### src/core/sam_pkg.sv
// constants, alarm source table and register map of the servo alarm manager
//------------------------------------------------------------------------------
//------------------------------------------------------------------------------
package sam_pkg;

	// clock and timing
	localparam int unsigned SAM_CLK_HZ        = 25_000_000;
	localparam int unsigned SAM_DECEL_LIMIT_MS = 10;
	localparam int unsigned SAM_DECEL_LIMIT_CYC = SAM_DECEL_LIMIT_MS * (SAM_CLK_HZ / 1000);

	// alarm sources: 0 uv 10.1, 1 uv bus drop, 2-7 ram 12.1-12.6,
	// 8-10 clock 13.1-13.3, 11-19 control process 14.1-14.9, 20 parameter error 37
	localparam int unsigned SAM_NSRC     = 21;
	localparam int unsigned SAM_NWARN    = 4;   // bit 0 is warning F0
	localparam int unsigned SAM_SRC_PARAM = 20;
	localparam int unsigned SAM_WARN_F0  = 0;

	localparam logic [20:0] SAM_SD_MASK  = 21'h000002; // decel-then-brake sources
	localparam logic [20:0] SAM_CLR_RES  = 21'h100003; // cleared by alarm reset
	localparam logic [20:0] SAM_CLR_CPU  = 21'h100003; // cleared by processor reset
	localparam logic [2:0]  SAM_CODE_UV  = 3'h2;
	localparam logic [2:0]  SAM_CODE_PRM = 3'h1;
	localparam logic [2:0]  SAM_CODE_NONE = 3'h0;

	// history entry ids
	localparam logic [5:0]  SAM_HID_WARN = 6'h20;  // id of warning F0 entry

	// register byte offsets
	localparam logic [7:0] SAM_REG_CTRL     = 8'h00;
	localparam logic [7:0] SAM_REG_ALM      = 8'h04;
	localparam logic [7:0] SAM_REG_WARN     = 8'h08;
	localparam logic [7:0] SAM_REG_INT_STAT = 8'h0c;
	localparam logic [7:0] SAM_REG_INT_MASK = 8'h10;
	localparam logic [7:0] SAM_REG_HIST_SEL = 8'h14;
	localparam logic [7:0] SAM_REG_HIST_DAT = 8'h18;
	localparam logic [7:0] SAM_REG_STOP     = 8'h1c;

	// control fields
	localparam int unsigned SAM_CTRL_CODE_SEL = 0;
	localparam int unsigned SAM_CTRL_ERR_RST  = 1;
	localparam int unsigned SAM_CTRL_CPU_RST  = 2;

	// interrupt fields
	localparam int unsigned SAM_INT_ALM_SET  = 0;
	localparam int unsigned SAM_INT_WARN_SET = 1;
	localparam int unsigned SAM_INT_ALM_CLR  = 2;
	localparam int unsigned SAM_NINT         = 3;

	localparam int unsigned SAM_HIST_DEPTH = 16;

	typedef enum logic [1:0] {
		SAM_RUN,
		SAM_DECEL,
		SAM_BRAKE
	} sam_stop_type;

endpackage

### src/core/sam_hist.sv
// alarm history log: ring of entry ids with a fill count
`timescale 1ns/1ps
module sam_hist
	import sam_pkg::*;
#(
	parameter int unsigned DEPTH = SAM_HIST_DEPTH
) (
	input  wire logic                     mclk_i,
	input  wire logic                     rst_n_i,
	input  wire logic                     log_i,
	input  wire logic [5:0]               id_i,
	input  wire logic [$clog2(DEPTH)-1:0] rd_idx_i,
	output logic      [5:0]               rd_id_o,
	output logic      [$clog2(DEPTH):0]   count_o
);

	localparam int unsigned AW = $clog2(DEPTH);

	logic [5:0]    mem [DEPTH];
	logic [AW-1:0] wptr_r;

	// newest entry overwrites oldest once full
	always_ff @(posedge mclk_i) begin
		if (!rst_n_i) begin
			wptr_r  <= '0;
			count_o <= '0;
		end else if (log_i) begin
			wptr_r <= wptr_r + 1'b1;
			if (count_o != (AW+1)'(DEPTH)) begin
				count_o <= count_o + 1'b1;
			end
		end
	end

	// storage, no reset needed
	always_ff @(posedge mclk_i) begin
		if (log_i) begin
			mem[wptr_r] <= id_i;
		end
	end

	// index 0 is the most recent entry
	always_ff @(posedge mclk_i) begin
		if (!rst_n_i) begin
			rd_id_o <= 6'h00;
		end else begin
			rd_id_o <= mem[wptr_r - 1'b1 - rd_idx_i];
		end
	end

endmodule

### src/core/sam_core.sv
// servo alarm manager top: alarm latches, stop sequencing, code output, registers
//
// Implementation choices: the register addresses and the Avalon-MM interface to the registers.
`timescale 1ns/1ps
module sam_core
	import sam_pkg::*;
#(
	parameter int unsigned DECEL_LIMIT_CYC = SAM_DECEL_LIMIT_CYC,
	parameter int unsigned HIST_DEPTH      = SAM_HIST_DEPTH
) (
	input  wire logic                 mclk_i,
	input  wire logic                 rst_n_i,
	// fault causes and warnings, level, high while present
	input  wire logic [SAM_NSRC-1:0]  fault_src_i,
	input  wire logic [SAM_NWARN-1:0] warn_src_i,
	input  wire logic                 fault_clear_input_i,
	input  wire logic                 servo_on_input_i,
	input  wire logic                 zero_speed_i,
	// avalon-mm slave
	input  wire logic [7:0]           avs_address_i,
	input  wire logic                 avs_read_i,
	input  wire logic                 avs_write_i,
	input  wire logic [31:0]          avs_writedata_i,
	input  wire logic [3:0]           avs_byteenable_i,
	output logic      [31:0]          avs_readdata_o,
	output logic                      avs_waitrequest_o,
	// outputs
	output logic                      malfunction_output_o,
	output logic                      decel_then_brake_stop_o,
	output logic                      immediate_brake_stop_o,
	output logic                      fault_code_bit_zero_o,
	output logic                      fault_code_bit_one_o,
	output logic                      fault_code_bit_two_o,
	output logic                      irq_o
);

	localparam int unsigned HAW = $clog2(HIST_DEPTH);

	//--------------------------------------------------------------------------
	// bus access
	//--------------------------------------------------------------------------
	logic                 acc_req;
	logic                 acc_do;
	logic                 wr_do;
	logic                 ctrl_code_sel_r;
	logic [SAM_NINT-1:0]  int_stat_r;
	logic [SAM_NINT-1:0]  int_mask_r;
	logic [HAW-1:0]       hist_sel_r;
	logic [5:0]           hist_id;
	logic [HAW:0]         hist_cnt;
	logic [SAM_NSRC-1:0]  alm_r;
	logic [SAM_NWARN-1:0] warn_r;
	sam_stop_type         stop_r;
	sam_stop_type         stop_nxt;
	logic [31:0]          rd_nxt;

	assign acc_req = avs_read_i | avs_write_i;
	// transfer completes on the edge where waitrequest is seen low
	assign acc_do  = acc_req & ~avs_waitrequest_o;
	assign wr_do   = avs_write_i & acc_do & avs_byteenable_i[0];

	// one wait cycle per access, then a single low cycle
	always_ff @(posedge mclk_i) begin
		if (!rst_n_i) begin
			avs_waitrequest_o <= 1'b1;
		end else if (acc_req & avs_waitrequest_o) begin
			avs_waitrequest_o <= 1'b0;
		end else begin
			avs_waitrequest_o <= 1'b1;
		end
	end

	// read mux, unmapped offsets read zero
	always_comb begin
		rd_nxt = 32'h0000_0000;
		case (avs_address_i)
			SAM_REG_CTRL:     rd_nxt[SAM_CTRL_CODE_SEL] = ctrl_code_sel_r;
			SAM_REG_ALM:      rd_nxt[SAM_NSRC-1:0] = alm_r;
			SAM_REG_WARN:     rd_nxt[SAM_NWARN-1:0] = warn_r;
			SAM_REG_INT_STAT: rd_nxt[SAM_NINT-1:0] = int_stat_r;
			SAM_REG_INT_MASK: rd_nxt[SAM_NINT-1:0] = int_mask_r;
			SAM_REG_HIST_SEL: rd_nxt[HAW-1:0] = hist_sel_r;
			SAM_REG_HIST_DAT: begin
				rd_nxt[5:0]         = hist_id;  // selected entry id
				rd_nxt[16 +: HAW+1] = hist_cnt; // entries held
			end
			SAM_REG_STOP:     rd_nxt[1:0] = stop_r;
			default:          rd_nxt = 32'h0000_0000;
		endcase
	end

	// read data presented with the low waitrequest cycle
	always_ff @(posedge mclk_i) begin
		if (!rst_n_i) begin
			avs_readdata_o <= 32'h0000_0000;
		end else if (avs_read_i & avs_waitrequest_o) begin
			avs_readdata_o <= rd_nxt;
		end
	end

	//--------------------------------------------------------------------------
	// control registers
	//--------------------------------------------------------------------------
	logic err_rst_cmd;
	logic cpu_rst_cmd;
	logic clr_in_d_r;
	logic alm_reset_req;

	assign err_rst_cmd = wr_do & (avs_address_i == SAM_REG_CTRL)
		& avs_writedata_i[SAM_CTRL_ERR_RST];
	assign cpu_rst_cmd = wr_do & (avs_address_i == SAM_REG_CTRL)
		& avs_writedata_i[SAM_CTRL_CPU_RST];
	// rising edge of the reset input or a controller command
	assign alm_reset_req = (fault_clear_input_i & ~clr_in_d_r) | err_rst_cmd;

	// code-select bit, mask and history index
	always_ff @(posedge mclk_i) begin
		if (!rst_n_i) begin
			ctrl_code_sel_r <= 1'b0;
			int_mask_r      <= '0;
			hist_sel_r      <= '0;
			clr_in_d_r      <= 1'b0;
		end else begin
			clr_in_d_r <= fault_clear_input_i;
			if (wr_do && avs_address_i == SAM_REG_CTRL) begin
				ctrl_code_sel_r <= avs_writedata_i[SAM_CTRL_CODE_SEL];
			end
			if (wr_do && avs_address_i == SAM_REG_INT_MASK) begin
				int_mask_r <= avs_writedata_i[SAM_NINT-1:0];
			end
			if (wr_do && avs_address_i == SAM_REG_HIST_SEL) begin
				hist_sel_r <= avs_writedata_i[HAW-1:0];
			end
		end
	end

	//--------------------------------------------------------------------------
	// alarm latches and warnings
	//--------------------------------------------------------------------------
	logic [SAM_NSRC-1:0] alm_new;
	logic [SAM_NSRC-1:0] clr_ok;

	// power cycle is the reset; other methods per source
	assign clr_ok = ((alm_reset_req ? SAM_CLR_RES : '0)
		| (cpu_rst_cmd ? SAM_CLR_CPU : '0)) & ~fault_src_i;
	assign alm_new = fault_src_i & ~alm_r;

	genvar gi;
	generate
		for (gi = 0; gi < SAM_NSRC; gi++) begin : g_alm
			// cause sets, set wins over any clear
			always_ff @(posedge mclk_i) begin
				if (!rst_n_i) begin
					alm_r[gi] <= 1'b0;
				end else if (fault_src_i[gi]) begin
					alm_r[gi] <= 1'b1;
				end else if (clr_ok[gi]) begin
					alm_r[gi] <= 1'b0;
				end
			end
		end
	endgenerate

	// warnings follow their cause, cleared to zero by reset
	always_ff @(posedge mclk_i) begin
		if (!rst_n_i) begin
			warn_r <= '0;
		end else begin
			warn_r <= warn_src_i;
		end
	end

	//--------------------------------------------------------------------------
	// fault code and malfunction output
	//--------------------------------------------------------------------------
	logic       any_alm_nxt;
	logic [2:0] code_nxt;

	assign any_alm_nxt = |(alm_r & ~clr_ok) | |fault_src_i;

	// code of lowest numbered latched alarm; warnings never counted
	always_comb begin
		code_nxt = SAM_CODE_NONE;
		for (int i = SAM_NSRC - 1; i >= 0; i--) begin
			if (alm_r[i] | fault_src_i[i]) begin
				if (i <= 1) begin
					code_nxt = SAM_CODE_UV;
				end else if (i == SAM_SRC_PARAM) begin
					code_nxt = SAM_CODE_PRM;
				end else begin
					code_nxt = SAM_CODE_NONE;
				end
			end
		end
	end

	// outputs registered from next-state alarm view
	always_ff @(posedge mclk_i) begin
		if (!rst_n_i) begin
			malfunction_output_o  <= 1'b1;
			fault_code_bit_zero_o <= 1'b0;
			fault_code_bit_one_o  <= 1'b0;
			fault_code_bit_two_o  <= 1'b0;
		end else begin
			malfunction_output_o <= ~any_alm_nxt;
			if (ctrl_code_sel_r && any_alm_nxt) begin
				fault_code_bit_zero_o <= code_nxt[0];
				fault_code_bit_one_o  <= code_nxt[1];
				fault_code_bit_two_o  <= code_nxt[2];
			end else begin
				fault_code_bit_zero_o <= 1'b0;
				fault_code_bit_one_o  <= 1'b0;
				fault_code_bit_two_o  <= 1'b0;
			end
		end
	end

	//--------------------------------------------------------------------------
	// stop sequencing
	//--------------------------------------------------------------------------
	logic        imm_alm;
	logic        sd_alm;
	logic [31:0] decel_cnt_r;

	assign imm_alm = |((alm_r | fault_src_i) & ~SAM_SD_MASK);
	assign sd_alm  = |((alm_r | fault_src_i) & SAM_SD_MASK);

	// stop method selection; brake holds until alarms clear
	always_comb begin
		stop_nxt = stop_r;
		case (stop_r)
			SAM_RUN: begin
				if (imm_alm || (sd_alm && !servo_on_input_i)) begin
					stop_nxt = SAM_BRAKE;
				end else if (sd_alm) begin
					stop_nxt = SAM_DECEL;
				end
			end
			SAM_DECEL: begin
				if (imm_alm) begin
					stop_nxt = SAM_BRAKE;
				end else if (!any_alm_nxt) begin
					stop_nxt = SAM_RUN;
				end else if (zero_speed_i || decel_cnt_r >= DECEL_LIMIT_CYC - 1) begin
					stop_nxt = SAM_BRAKE;
				end
			end
			SAM_BRAKE: begin
				if (!any_alm_nxt) begin
					stop_nxt = SAM_RUN;
				end
			end
			default: stop_nxt = SAM_BRAKE;
		endcase
	end

	// state, decel timer and stop outputs
	always_ff @(posedge mclk_i) begin
		if (!rst_n_i) begin
			stop_r                  <= SAM_RUN;
			decel_cnt_r             <= 32'h0000_0000;
			decel_then_brake_stop_o <= 1'b0;
			immediate_brake_stop_o  <= 1'b0;
		end else begin
			stop_r                  <= stop_nxt;
			decel_then_brake_stop_o <= (stop_nxt == SAM_DECEL);
			immediate_brake_stop_o  <= (stop_nxt == SAM_BRAKE);
			if (stop_r == SAM_DECEL) begin
				decel_cnt_r <= decel_cnt_r + 32'h0000_0001;
			end else begin
				decel_cnt_r <= 32'h0000_0000;
			end
		end
	end

	//--------------------------------------------------------------------------
	// history log
	//--------------------------------------------------------------------------
	logic [SAM_NSRC-1:0] alm_logged;
	logic                log_ev;
	logic [5:0]          log_id;

	// parameter error and warnings other than F0 are not logged
	assign alm_logged = alm_new & ~(21'h000001 << SAM_SRC_PARAM);

	always_comb begin
		log_ev = 1'b0;
		log_id = 6'h00;
		if (warn_src_i[SAM_WARN_F0] && !warn_r[SAM_WARN_F0]) begin
			log_ev = 1'b1;
			log_id = SAM_HID_WARN;
		end
		for (int i = SAM_NSRC - 1; i >= 0; i--) begin
			if (alm_logged[i]) begin
				log_ev = 1'b1;
				log_id = 6'(i);
			end
		end
	end

	sam_hist #(
		.DEPTH (HIST_DEPTH)
	) u_hist (
		.mclk_i   (mclk_i),
		.rst_n_i  (rst_n_i),
		.log_i    (log_ev),
		.id_i     (log_id),
		.rd_idx_i (hist_sel_r),
		.rd_id_o  (hist_id),
		.count_o  (hist_cnt)
	);

	//--------------------------------------------------------------------------
	// interrupts
	//--------------------------------------------------------------------------
	logic [SAM_NINT-1:0] int_set;
	logic [SAM_NINT-1:0] int_w1c;

	assign int_set[SAM_INT_ALM_SET]  = |alm_new;
	assign int_set[SAM_INT_WARN_SET] = |(warn_src_i & ~warn_r);
	assign int_set[SAM_INT_ALM_CLR]  = (|alm_r) & ~any_alm_nxt;
	assign int_w1c = (wr_do && avs_address_i == SAM_REG_INT_STAT)
		? avs_writedata_i[SAM_NINT-1:0] : '0;

	// sticky status, set wins over write-one-to-clear
	always_ff @(posedge mclk_i) begin
		if (!rst_n_i) begin
			int_stat_r <= '0;
			irq_o      <= 1'b0;
		end else begin
			int_stat_r <= (int_stat_r & ~int_w1c) | int_set;
			irq_o      <= |(((int_stat_r & ~int_w1c) | int_set) & int_mask_r);
		end
	end

endmodule

### config.mk
export PLATFORM = sky130hd
export DESIGN_NAME = sam_core
export DESIGN_NICKNAME = d
export VERILOG_FILES = /design/src/core/sam_pkg.sv /design/src/core/sam_hist.sv /design/src/core/sam_core.sv
export SDC_FILE = /design/constraint.sdc
export NUM_CORES = 1
export LEC_CHECK = 0
export CELL_PAD_IN_SITES_DETAIL_PLACEMENT = 1
export CELL_PAD_IN_SITES_GLOBAL_PLACEMENT = 1
export CORE_ASPECT_RATIO = 1.5
export CORE_MARGIN = 5
export CORE_UTILIZATION = 38
export DETAILED_ROUTE_END_ITERATION = 8
export DONT_BUFFER_PORTS = 1
export GPL_TIMING_DRIVEN = 1
export PLACE_DENSITY = 0.68
export SLEW_MARGIN = 20
export SYNTH_ARGS = -nofsm -noshare
export SYNTH_HDL_FRONTEND = slang
export SYNTH_SLANG_ARGS = --single-unit
### constraint.sdc
create_clock -name mclk_i -period 5.9 [get_ports mclk_i]
set_clock_uncertainty 0.15 [all_clocks]
set_input_delay 1.18 -clock mclk_i [delete_from_list [all_inputs] [get_ports mclk_i]]
set_output_delay 1.18 -clock mclk_i [all_outputs]
set_load 0.1 [all_outputs]
==> results of run 1 <==
worst max-delay path, cell delays in order:
cell and delay (ns):
nor2b_1 0.14, or4b_1 0.64, nor4_4 0.43, nand2_1 0.23, nor2_2 0.56
logic make-up (layout without fill, tap and decap cells):
group	count (synthesis)	after routing	synth area share
XOR/XNOR	35	35	0.0333
AND/OR/NAND/NOR	309	309	0.184
buffers and inverters	65	64	0.0318
other	1	12	0.000407
AO/OA/AOI/OAI	112	112	0.0886
flip-flops	210	210	0.561
multiplexers	49	49	0.0860
adder cells (fa/ha/maj)	11	11	0.0158
final cells by class:
| class | instances | area, um^2 | area share |
|---|---|---|---|
| Clock inverter | 11 | 151 | 0.0148 |
| Inverter | 20 | 75.1 | 0.00734 |
| Timing Repair Buffer | 7 | 52.6 | 0.00514 |
| Sequential cell | 210 | 5160 | 0.505 |
| Multi-Input combinational cell | 528 | 3810 | 0.372 |
| Tap cell | 319 | 399 | 0.0390 |
| Clock buffer | 26 | 574 | 0.0562 |
stage by stage:
step,cells,setup slack [ns]
after floorplan,803,2.56
after global placement,1084,1.96
after detailed placement,1084,1.85
after CTS,1121,2.35
after global routing,1121,2.61
final,1121,2.75
flip-flops by register name (all words and copies together), names as in the netlist, 2 cells and up:
signal and count:
u_hist.count_o 5, decel_cnt_r 32, int_mask_r 3, u_hist.wptr_r 4, stop_r 2, hist_sel_r 4, alm_r 21, warn_r 4
u_hist.mem 96, u_hist.rd_id_o 6, avs_readdata_o 21, int_stat_r 3
where the power goes:
| group | leakage [nW] | internal (mW) | total [mW] | switching (mW) |
|---|---|---|---|---|
| clock | 0.360 | 0.862 | 1.41 | 0.549 |
| sequential | 1.80 | 1.57 | 1.64 | 0.0729 |
| combinational | 1.32 | 0.111 | 0.285 | 0.175 |
| total | 3.48 | 2.54 | 3.34 | 0.796 |
synth_stat cells (all sizes together), types with 3 or more instances:
cell type	instances	area (um^2)
o221ai	3	26.3
o21ai	12	60.1
and3	23	144
xor2	21	184
nor2b	36	225
nor4b	3	26.3
xnor2	14	123
nor4	18	146
clkbuf	25	93.8
dfxtp	114	2280
nor3	13	76.3
nand3b	3	22.5
nor2	59	221
edfxtp	96	2880
ha	10	125
nand3	36	185
a31oi	6	37.5
nor3b	7	52.6
buf	20	124
nand2b	10	62.6
and4	3	26.3
nand2	58	218
mux4	24	541
a221oi	9	78.8
o21a	20	150
inv	20	75.1
and2	13	81.3
or4	6	52.6
or3	5	31.3
a21boi	19	143
nand4	9	56.3
mux2i	24	240
a21oi	14	70.1
worst min-delay path by stage:
stage | startpoint | end | slack [ns]
final | decel_cnt_r[0] | decel_cnt_r[0] | 0.29
after global placement | decel_cnt_r[0] | decel_cnt_r[0] | 0.28
after CTS | decel_cnt_r[0] | decel_cnt_r[0] | 0.29
after global routing | decel_cnt_r[0] | decel_cnt_r[0] | 0.33
after detailed placement | decel_cnt_r[0] | decel_cnt_r[0] | 0.28
after floorplan | decel_cnt_r[0] | decel_cnt_r[0] | 0.26
layer usage:
metal	vias to the layer above	share of wire	global-route usage
li1	2877	-	-
met1	3019	0.37	0.171
met2	123	0.54	0.297
met3	37	0.054	0.0298
met4	2	0.030	0.0521
met5	-	0.00060	0
==> run metrics, run 1 <==
Cells after Synth 792; Worst Path Max Fanout 16; drt pass-1 iters 4; hold path cells 1; Slew headroom 0.271; gpl congestion 0.794; Worst setup SP type input port; number of synthesized register bits 210; Synth warnings 0; GRT Total Usage 0.157; pin count of the biggest net entering global routing 83; antenna viol nets, final 0; endpoints failing setup 0; clk sinks 210; main flop type after synthesis dfxtp_1; DIE AREA 0.0275 mm^2; Syn Area/Cell 11.6 um^2; Post-synth EDFFs 96; Area Overhead vs Synth 11.0%; layout cells sized above 1 0.0998; register area share after synthesis 0.561; ys async rst share 0; io pins 116; ant diodes 0; Root Driver clkbuf_16; number of global-route vias before repair 6428; fin area 0.0102 mm^2; Max Cap Viol 0; Critical path origin fault_src_i[11]; htree depth 1; Cell Area, Synth 0.00921 mm^2; Via-to-Cell Ratio 5.40; min Tclk post-route 3.15 ns; Initial Util 0.387; Worst R2R Setup Slack 2.99 ns; CTS buffer count 21; clk_lat worst skew 0.49 ns; vias post-DR 6058; PostCTS Resize Cnt 0; Hold Crit Class flip-flop to flip-flop; Worst Setup End Kind flip-flop; drt initial violations 247; pins over their slew limit 0; DPL Wire Length 15900 um; most frequent cells in the layout dfxtp_1 (114), edfxtp_1 (96), nand2_1 (58), nor2_1 (58); core area 0.0238 mm^2; Hold Fails Final Rpt 0; Die W 137 um; Final Util 0.429; Hold Buf Count CTS 0; first-pass GRT wire length 34700 um; Worst Tran Pin Value 1.09 ns; layout net count 875; Clock Pin Slew Worst Setup and Hold Paths 0.06 ns; Setup crit end u_hist.mem[1][5]; total gr overflow 0; most common cell after layout, fill and taps aside dfxtp_1; RR Endpoint u_hist.mem[1][5]; RR Startpoint alm_r[1]; dpl cell area 0.00949 mm^2; RSZ-0062 raised after global routing false; Post-Route WL 21800 um; CTS max path bufs 3; site row count 69; status finished, final reports clean; Leak 3.48 nW; pwr dens 327 mW/mm^2; post-CTS setup buffers 0; I/O Buffers 0; CTS tree done; CP required 5.94 ns; Netlist cell types 74; setup TNS 0 ns; Final Total Pwr 3.34 mW; Arr. time, crit path 3.19 ns; final cycle utilization of the critical path 0.534; f_max 317 MHz; FILL cells 2567; initial antenna violation count 1; Die H 201 um; VDD IR max 0.155 mV; R2R cell count 5; Remaining DRCs 0; hold_ws 0.289 ns; Setup CP Type input port to flip-flop; Routed wire per std cell 19.5 um
Note: power is estimated with default switching activity, not from simulation.
==> run 2: changes to the inputs <==
PLACE_DENSITY = 0.71   (was 0.68)
clock period = 2.67 ns   (was 5.9 ns; I/O delays follow)
==> run metrics, run 2 (same netlist as run 1, synthesis figures left out) <==
status finished, final reports clean; most frequent cells in the layout dfxtp_1 (114), edfxtp_1 (96), buf_4 (83); antenna viol nets, final 0; Worst Path Max Fanout 24; min Tclk post-route 2.52 ns; Regs by FF count u_hist.mem: 96 flops, decel_cnt_r: 32 flops; Cell Int Power 5.70 mW; net switching power 1.90 mW; Initial Util 0.387; R2R cell count 8; core area 0.0238 mm^2; Post-Route WL 25400 um; CTS tree done; most common cell after layout, fill and taps aside dfxtp_1; GRT Total Usage 0.182; site row count 69; hold_ws 0.0182 ns; final cycle utilization of the critical path 0.942; first-pass GRT wire length 39500 um; htree depth 1; total gr overflow 0; endpoints failing setup 0; Max Cap Viol 0; Arr. time, crit path 2.78 ns; Die H 201 um; Leak 4.18 nW; Top reg by flops u_hist.mem; Root Driver clkbuf_16; Hold Fails Final Rpt 0; drt pass-1 iters 4; Routed wire per std cell 20.1 um; Area Overhead vs Synth 24.9%; vias post-DR 6686; Final Util 0.483; clk_lat worst skew 0.52 ns; initial antenna violation count 0; Slew headroom 0.523; Flop pwr share 0.464; Largest register FFs 96; CTS buffer count 22; Worst Tran Pin Value 0.715 ns; f_max 397 MHz; io pins 116; Worst setup SP type flip-flop; Clk pwr share 0.415; Gate power share 0.121; drt initial violations 219; number of global-route vias before repair 7351; DPL Wire Length 17300 um; CP required 2.94 ns; pin count of the biggest net entering global routing 51; Worst R2R Setup Slack 0.15 ns; layout net count 1015; FILL cells 2535; Final Total Pwr 7.61 mW; hold path cells 1; clk sinks 210; multi-input logic area 0.00382 mm^2; RSZ-0062 raised after global routing false; post-CTS setup buffers 0; ant diodes 0; layout cells sized above 1 0.184; Remaining DRCs 0; pins over their slew limit 0; Clock Pin Slew Worst Setup and Hold Paths 0.07 ns; final worst slack 0.154 ns; gpl congestion 0.782; Hold Crit Class input port to flip-flop; pwr dens 661 mW/mm^2; sequential cell area 0.00516 mm^2; pre-CTS setup slack -0.105 ns; Setup CP Type flip-flop to flip-flop; sw frac 0.250; Die W 137 um; Worst Setup End Kind flip-flop; PostCTS Resize Cnt 0; Via-to-Cell Ratio 5.29; DIE AREA 0.0275 mm^2; CTS max path bufs 3; I/O Buffers 0; Hold Buf Count CTS 58; VDD IR max 0.393 mV
-- run 2: per-layer routing --
metal / global-route usage / vias to the layer above / share of wire
met5: 0 / - / 0
met4: 0.0881 / 0 / 0.047
met3: 0.0246 / 61 / 0.039
met2: 0.357 / 138 / 0.56
met1: 0.182 / 3324 / 0.36
li1: - / 3163 / -
-- run 2: final timing paths --
| check | startpoint | endpoint |
|---|---|---|
| hold reg to reg | decel_cnt_r[0] | decel_cnt_r[0] |
| setup / recovery | hist_sel_r[0] | u_hist.rd_id_o[2] |
| hold / removal | rst_n_i | avs_readdata_o[10] |
| setup reg to reg | hist_sel_r[0] | u_hist.rd_id_o[2] |
-- run 2: cell type report --
type	count	area share
clock buffer	29	0.0546
inverter	20	0.00653
clock inverter	11	0.0103
sequential	210	0.449
tap	319	0.0347
multi-input combinational	528	0.332
timing repair buffer	146	0.113
-- run 2: worst max-delay path, stage by stage, from the launching register on --
cell and delay (ns):
dfxtp_1 0.37, inv_1 0.06, ha_1 0.22, fa_1 0.54
buf_12 0.19, mux4_2 0.38, mux2i_1 0.17, nand2_1 0.09
and3_1 0.21
-- run 2: power groups by stage --
stage	logic [mW]	registers, mW	clock network, mW
floorplan	0.528	3.67	0
global placement	0.816	3.59	0
detailed placement	0.834	3.60	0
CTS	0.924	3.53	3.23
global route	0.978	3.54	3.37
finish	0.919	3.53	3.16
-- run 2: per-stage QoR --
stage	TNS [ns]	cells	area [um^2]
2_1_floorplan	-0.0110	803	9280
3_3_place_gp	-2.35	1165	10200
3_5_place_dp	-2.61	1165	10200
4_1_cts	0	1263	11500
5_1_grt	0	1263	11500
6_report	0	1263	11500
==> run 3: changes to the inputs <==
clock period = 2.1 ns   (was 2.67 ns; I/O delays follow)
==> run metrics, run 3 (same netlist as run 1, synthesis figures left out) <==
Root Driver clkbuf_16; Die W 137 um; Die H 201 um; GRT Total Usage 0.220; Via-to-Cell Ratio 5.65; Worst setup SP type flip-flop; total gr overflow 0; CTS max path bufs 3; I/O Buffers 0; Remaining DRCs 0; final worst slack -0.333 ns; Hold Fails Final Rpt 0; initial antenna violation count 0; vias post-DR 7599; Hold Crit Class input port to flip-flop; layout cells sized above 1 0.336; Max Cap Viol 0; htree depth 1; clk_lat worst skew 0.50 ns; Largest register FFs 96; final cycle utilization of the critical path 1.16; fin area 0.0129 mm^2; Post-Route WL 33900 um; Area Overhead vs Synth 39.9%; gpl congestion 0.869; RSZ-0062 raised after global routing true; Initial Util 0.387; dpl cell area 0.0109 mm^2; first-pass GRT wire length 47500 um; Top reg by flops u_hist.mem; CP required 2.20 ns; drt pass-1 iters 4; DPL Wire Length 19000 um; site row count 69; Final Util 0.541; failing checks negative setup slack; Final Total Pwr 9.74 mW; endpoints failing setup 174; Worst Path Max Fanout 10; number of global-route vias before repair 8380; layout net count 1101; most frequent cells in the layout buf_4 (140), edfxtp_1 (96), dfxtp_1 (95); Leak 4.76 nW; Setup CP Type flip-flop to flip-flop; pwr dens 756 mW/mm^2; pin count of the biggest net entering global routing 52; clk sinks 210; Slew headroom 0.579; CTS buffer count 21; core area 0.0238 mm^2; most common cell after layout, fill and taps aside buf_4; ant diodes 0; CTS tree done; Worst Setup End Kind flip-flop; DIE AREA 0.0275 mm^2; Regs by FF count u_hist.mem: 96 flops, decel_cnt_r: 32 flops; f_max 411 MHz; pins over their slew limit 0; min Tclk post-route 2.43 ns; Worst Tran Pin Value 0.627 ns; Clock Pin Slew Worst Setup and Hold Paths 0.07 ns; VDD IR max 0.495 mV; Routed wire per std cell 25.2 um; status complete, but fails checks; antenna viol nets, final 0; io pins 116; drt initial violations 467; Arr. time, crit path 2.53 ns
run 3: cell count changes in the layout (fill, tap and decap cells not counted), moves of 6 or more:
cell,before,now
nor2b_2,0,6
and3_2,9,0
nor2b_4,0,7
dfxtp_2,0,17
nor4_1,13,7
and3_1,13,7
buf_6,0,19
and3_4,1,16
nor4_4,1,7
buf_4,83,140
buf_12,5,12
nor2b_1,36,23
dfxtp_1,114,95
run 3: report_power, final:
part | leakage, nW | internal [mW] | switching (mW)
sequential | 1.80 | 4.41 | 0.0860
combinational | 2.65 | 0.702 | 0.899
clock | 0.313 | 2.03 | 1.61
run 3: path summary, 6_finish.rpt:
check | to | slack, ns | depth (start not counted) | startpoint
min reg2reg | avs_readdata_o[8] | 0.34 | 2 | avs_readdata_o[8]
min | int_stat_r[1] | 0.05 | 3 | avs_writedata_i[1]
max reg2reg | u_hist.mem[5][4] | -0.33 | 7 | alm_r[7]
max | u_hist.mem[5][4] | -0.33 | 7 | alm_r[7]
run 3: stage by stage:
stage / setup WS (ns) / std cells / hold slack [ns] / setup TNS (ns)
6_report: -0.333 / 1346 / 0.0495 / -39.11
5_1_grt: -0.408 / 1346 / 0.0485 / -51.39
4_1_cts: -0.308 / 1340 / 0.0184 / -32.27
3_5_place_dp: -0.511 / 1231 / 0.311 / -62.50
3_3_place_gp: -0.435 / 1231 / 0.300 / -56.74
2_1_floorplan: -0.385 / 803 / 0.263 / -44.42
run 3: area by class of cell:
class,instances,area (um^2)
Fill cell,2439,10900
Sequential cell,210,5190
Multi-Input combinational cell,528,4430
Timing Repair Buffer,233,2140
Clock buffer,23,554
Tap cell,319,399
Clock inverter,13,97.6
Inverter,20,75.1
run 3: layer usage:
layer	vias to the layer above	GRT usage	part of all wire
met5	-	0	0
met4	0	0.102	0.061
met3	135	0.0268	0.052
met2	290	0.426	0.53
met1	3844	0.226	0.36
li1	3330	-	-
run 3: timing repair:
action | CTS | global route
buffers inserted | 12 | 6
pin swaps | 22 | 32
gates resized for setup | 49 | 79
hold buffers | 61 | 2
endpoints found under the setup margin | 182 | 204
hold endpoints to repair | 78 | 1
cloned | 1 | 2
run 3: worst max-delay path: stages (launching register included):
cell     delay, ns
dfxtp_2       0.38
nor2b_4       0.05
or4_4         0.55
nor4_4        0.33
buf_4         0.17
nand3_4       0.14
buf_12        0.20
and3_4        0.20
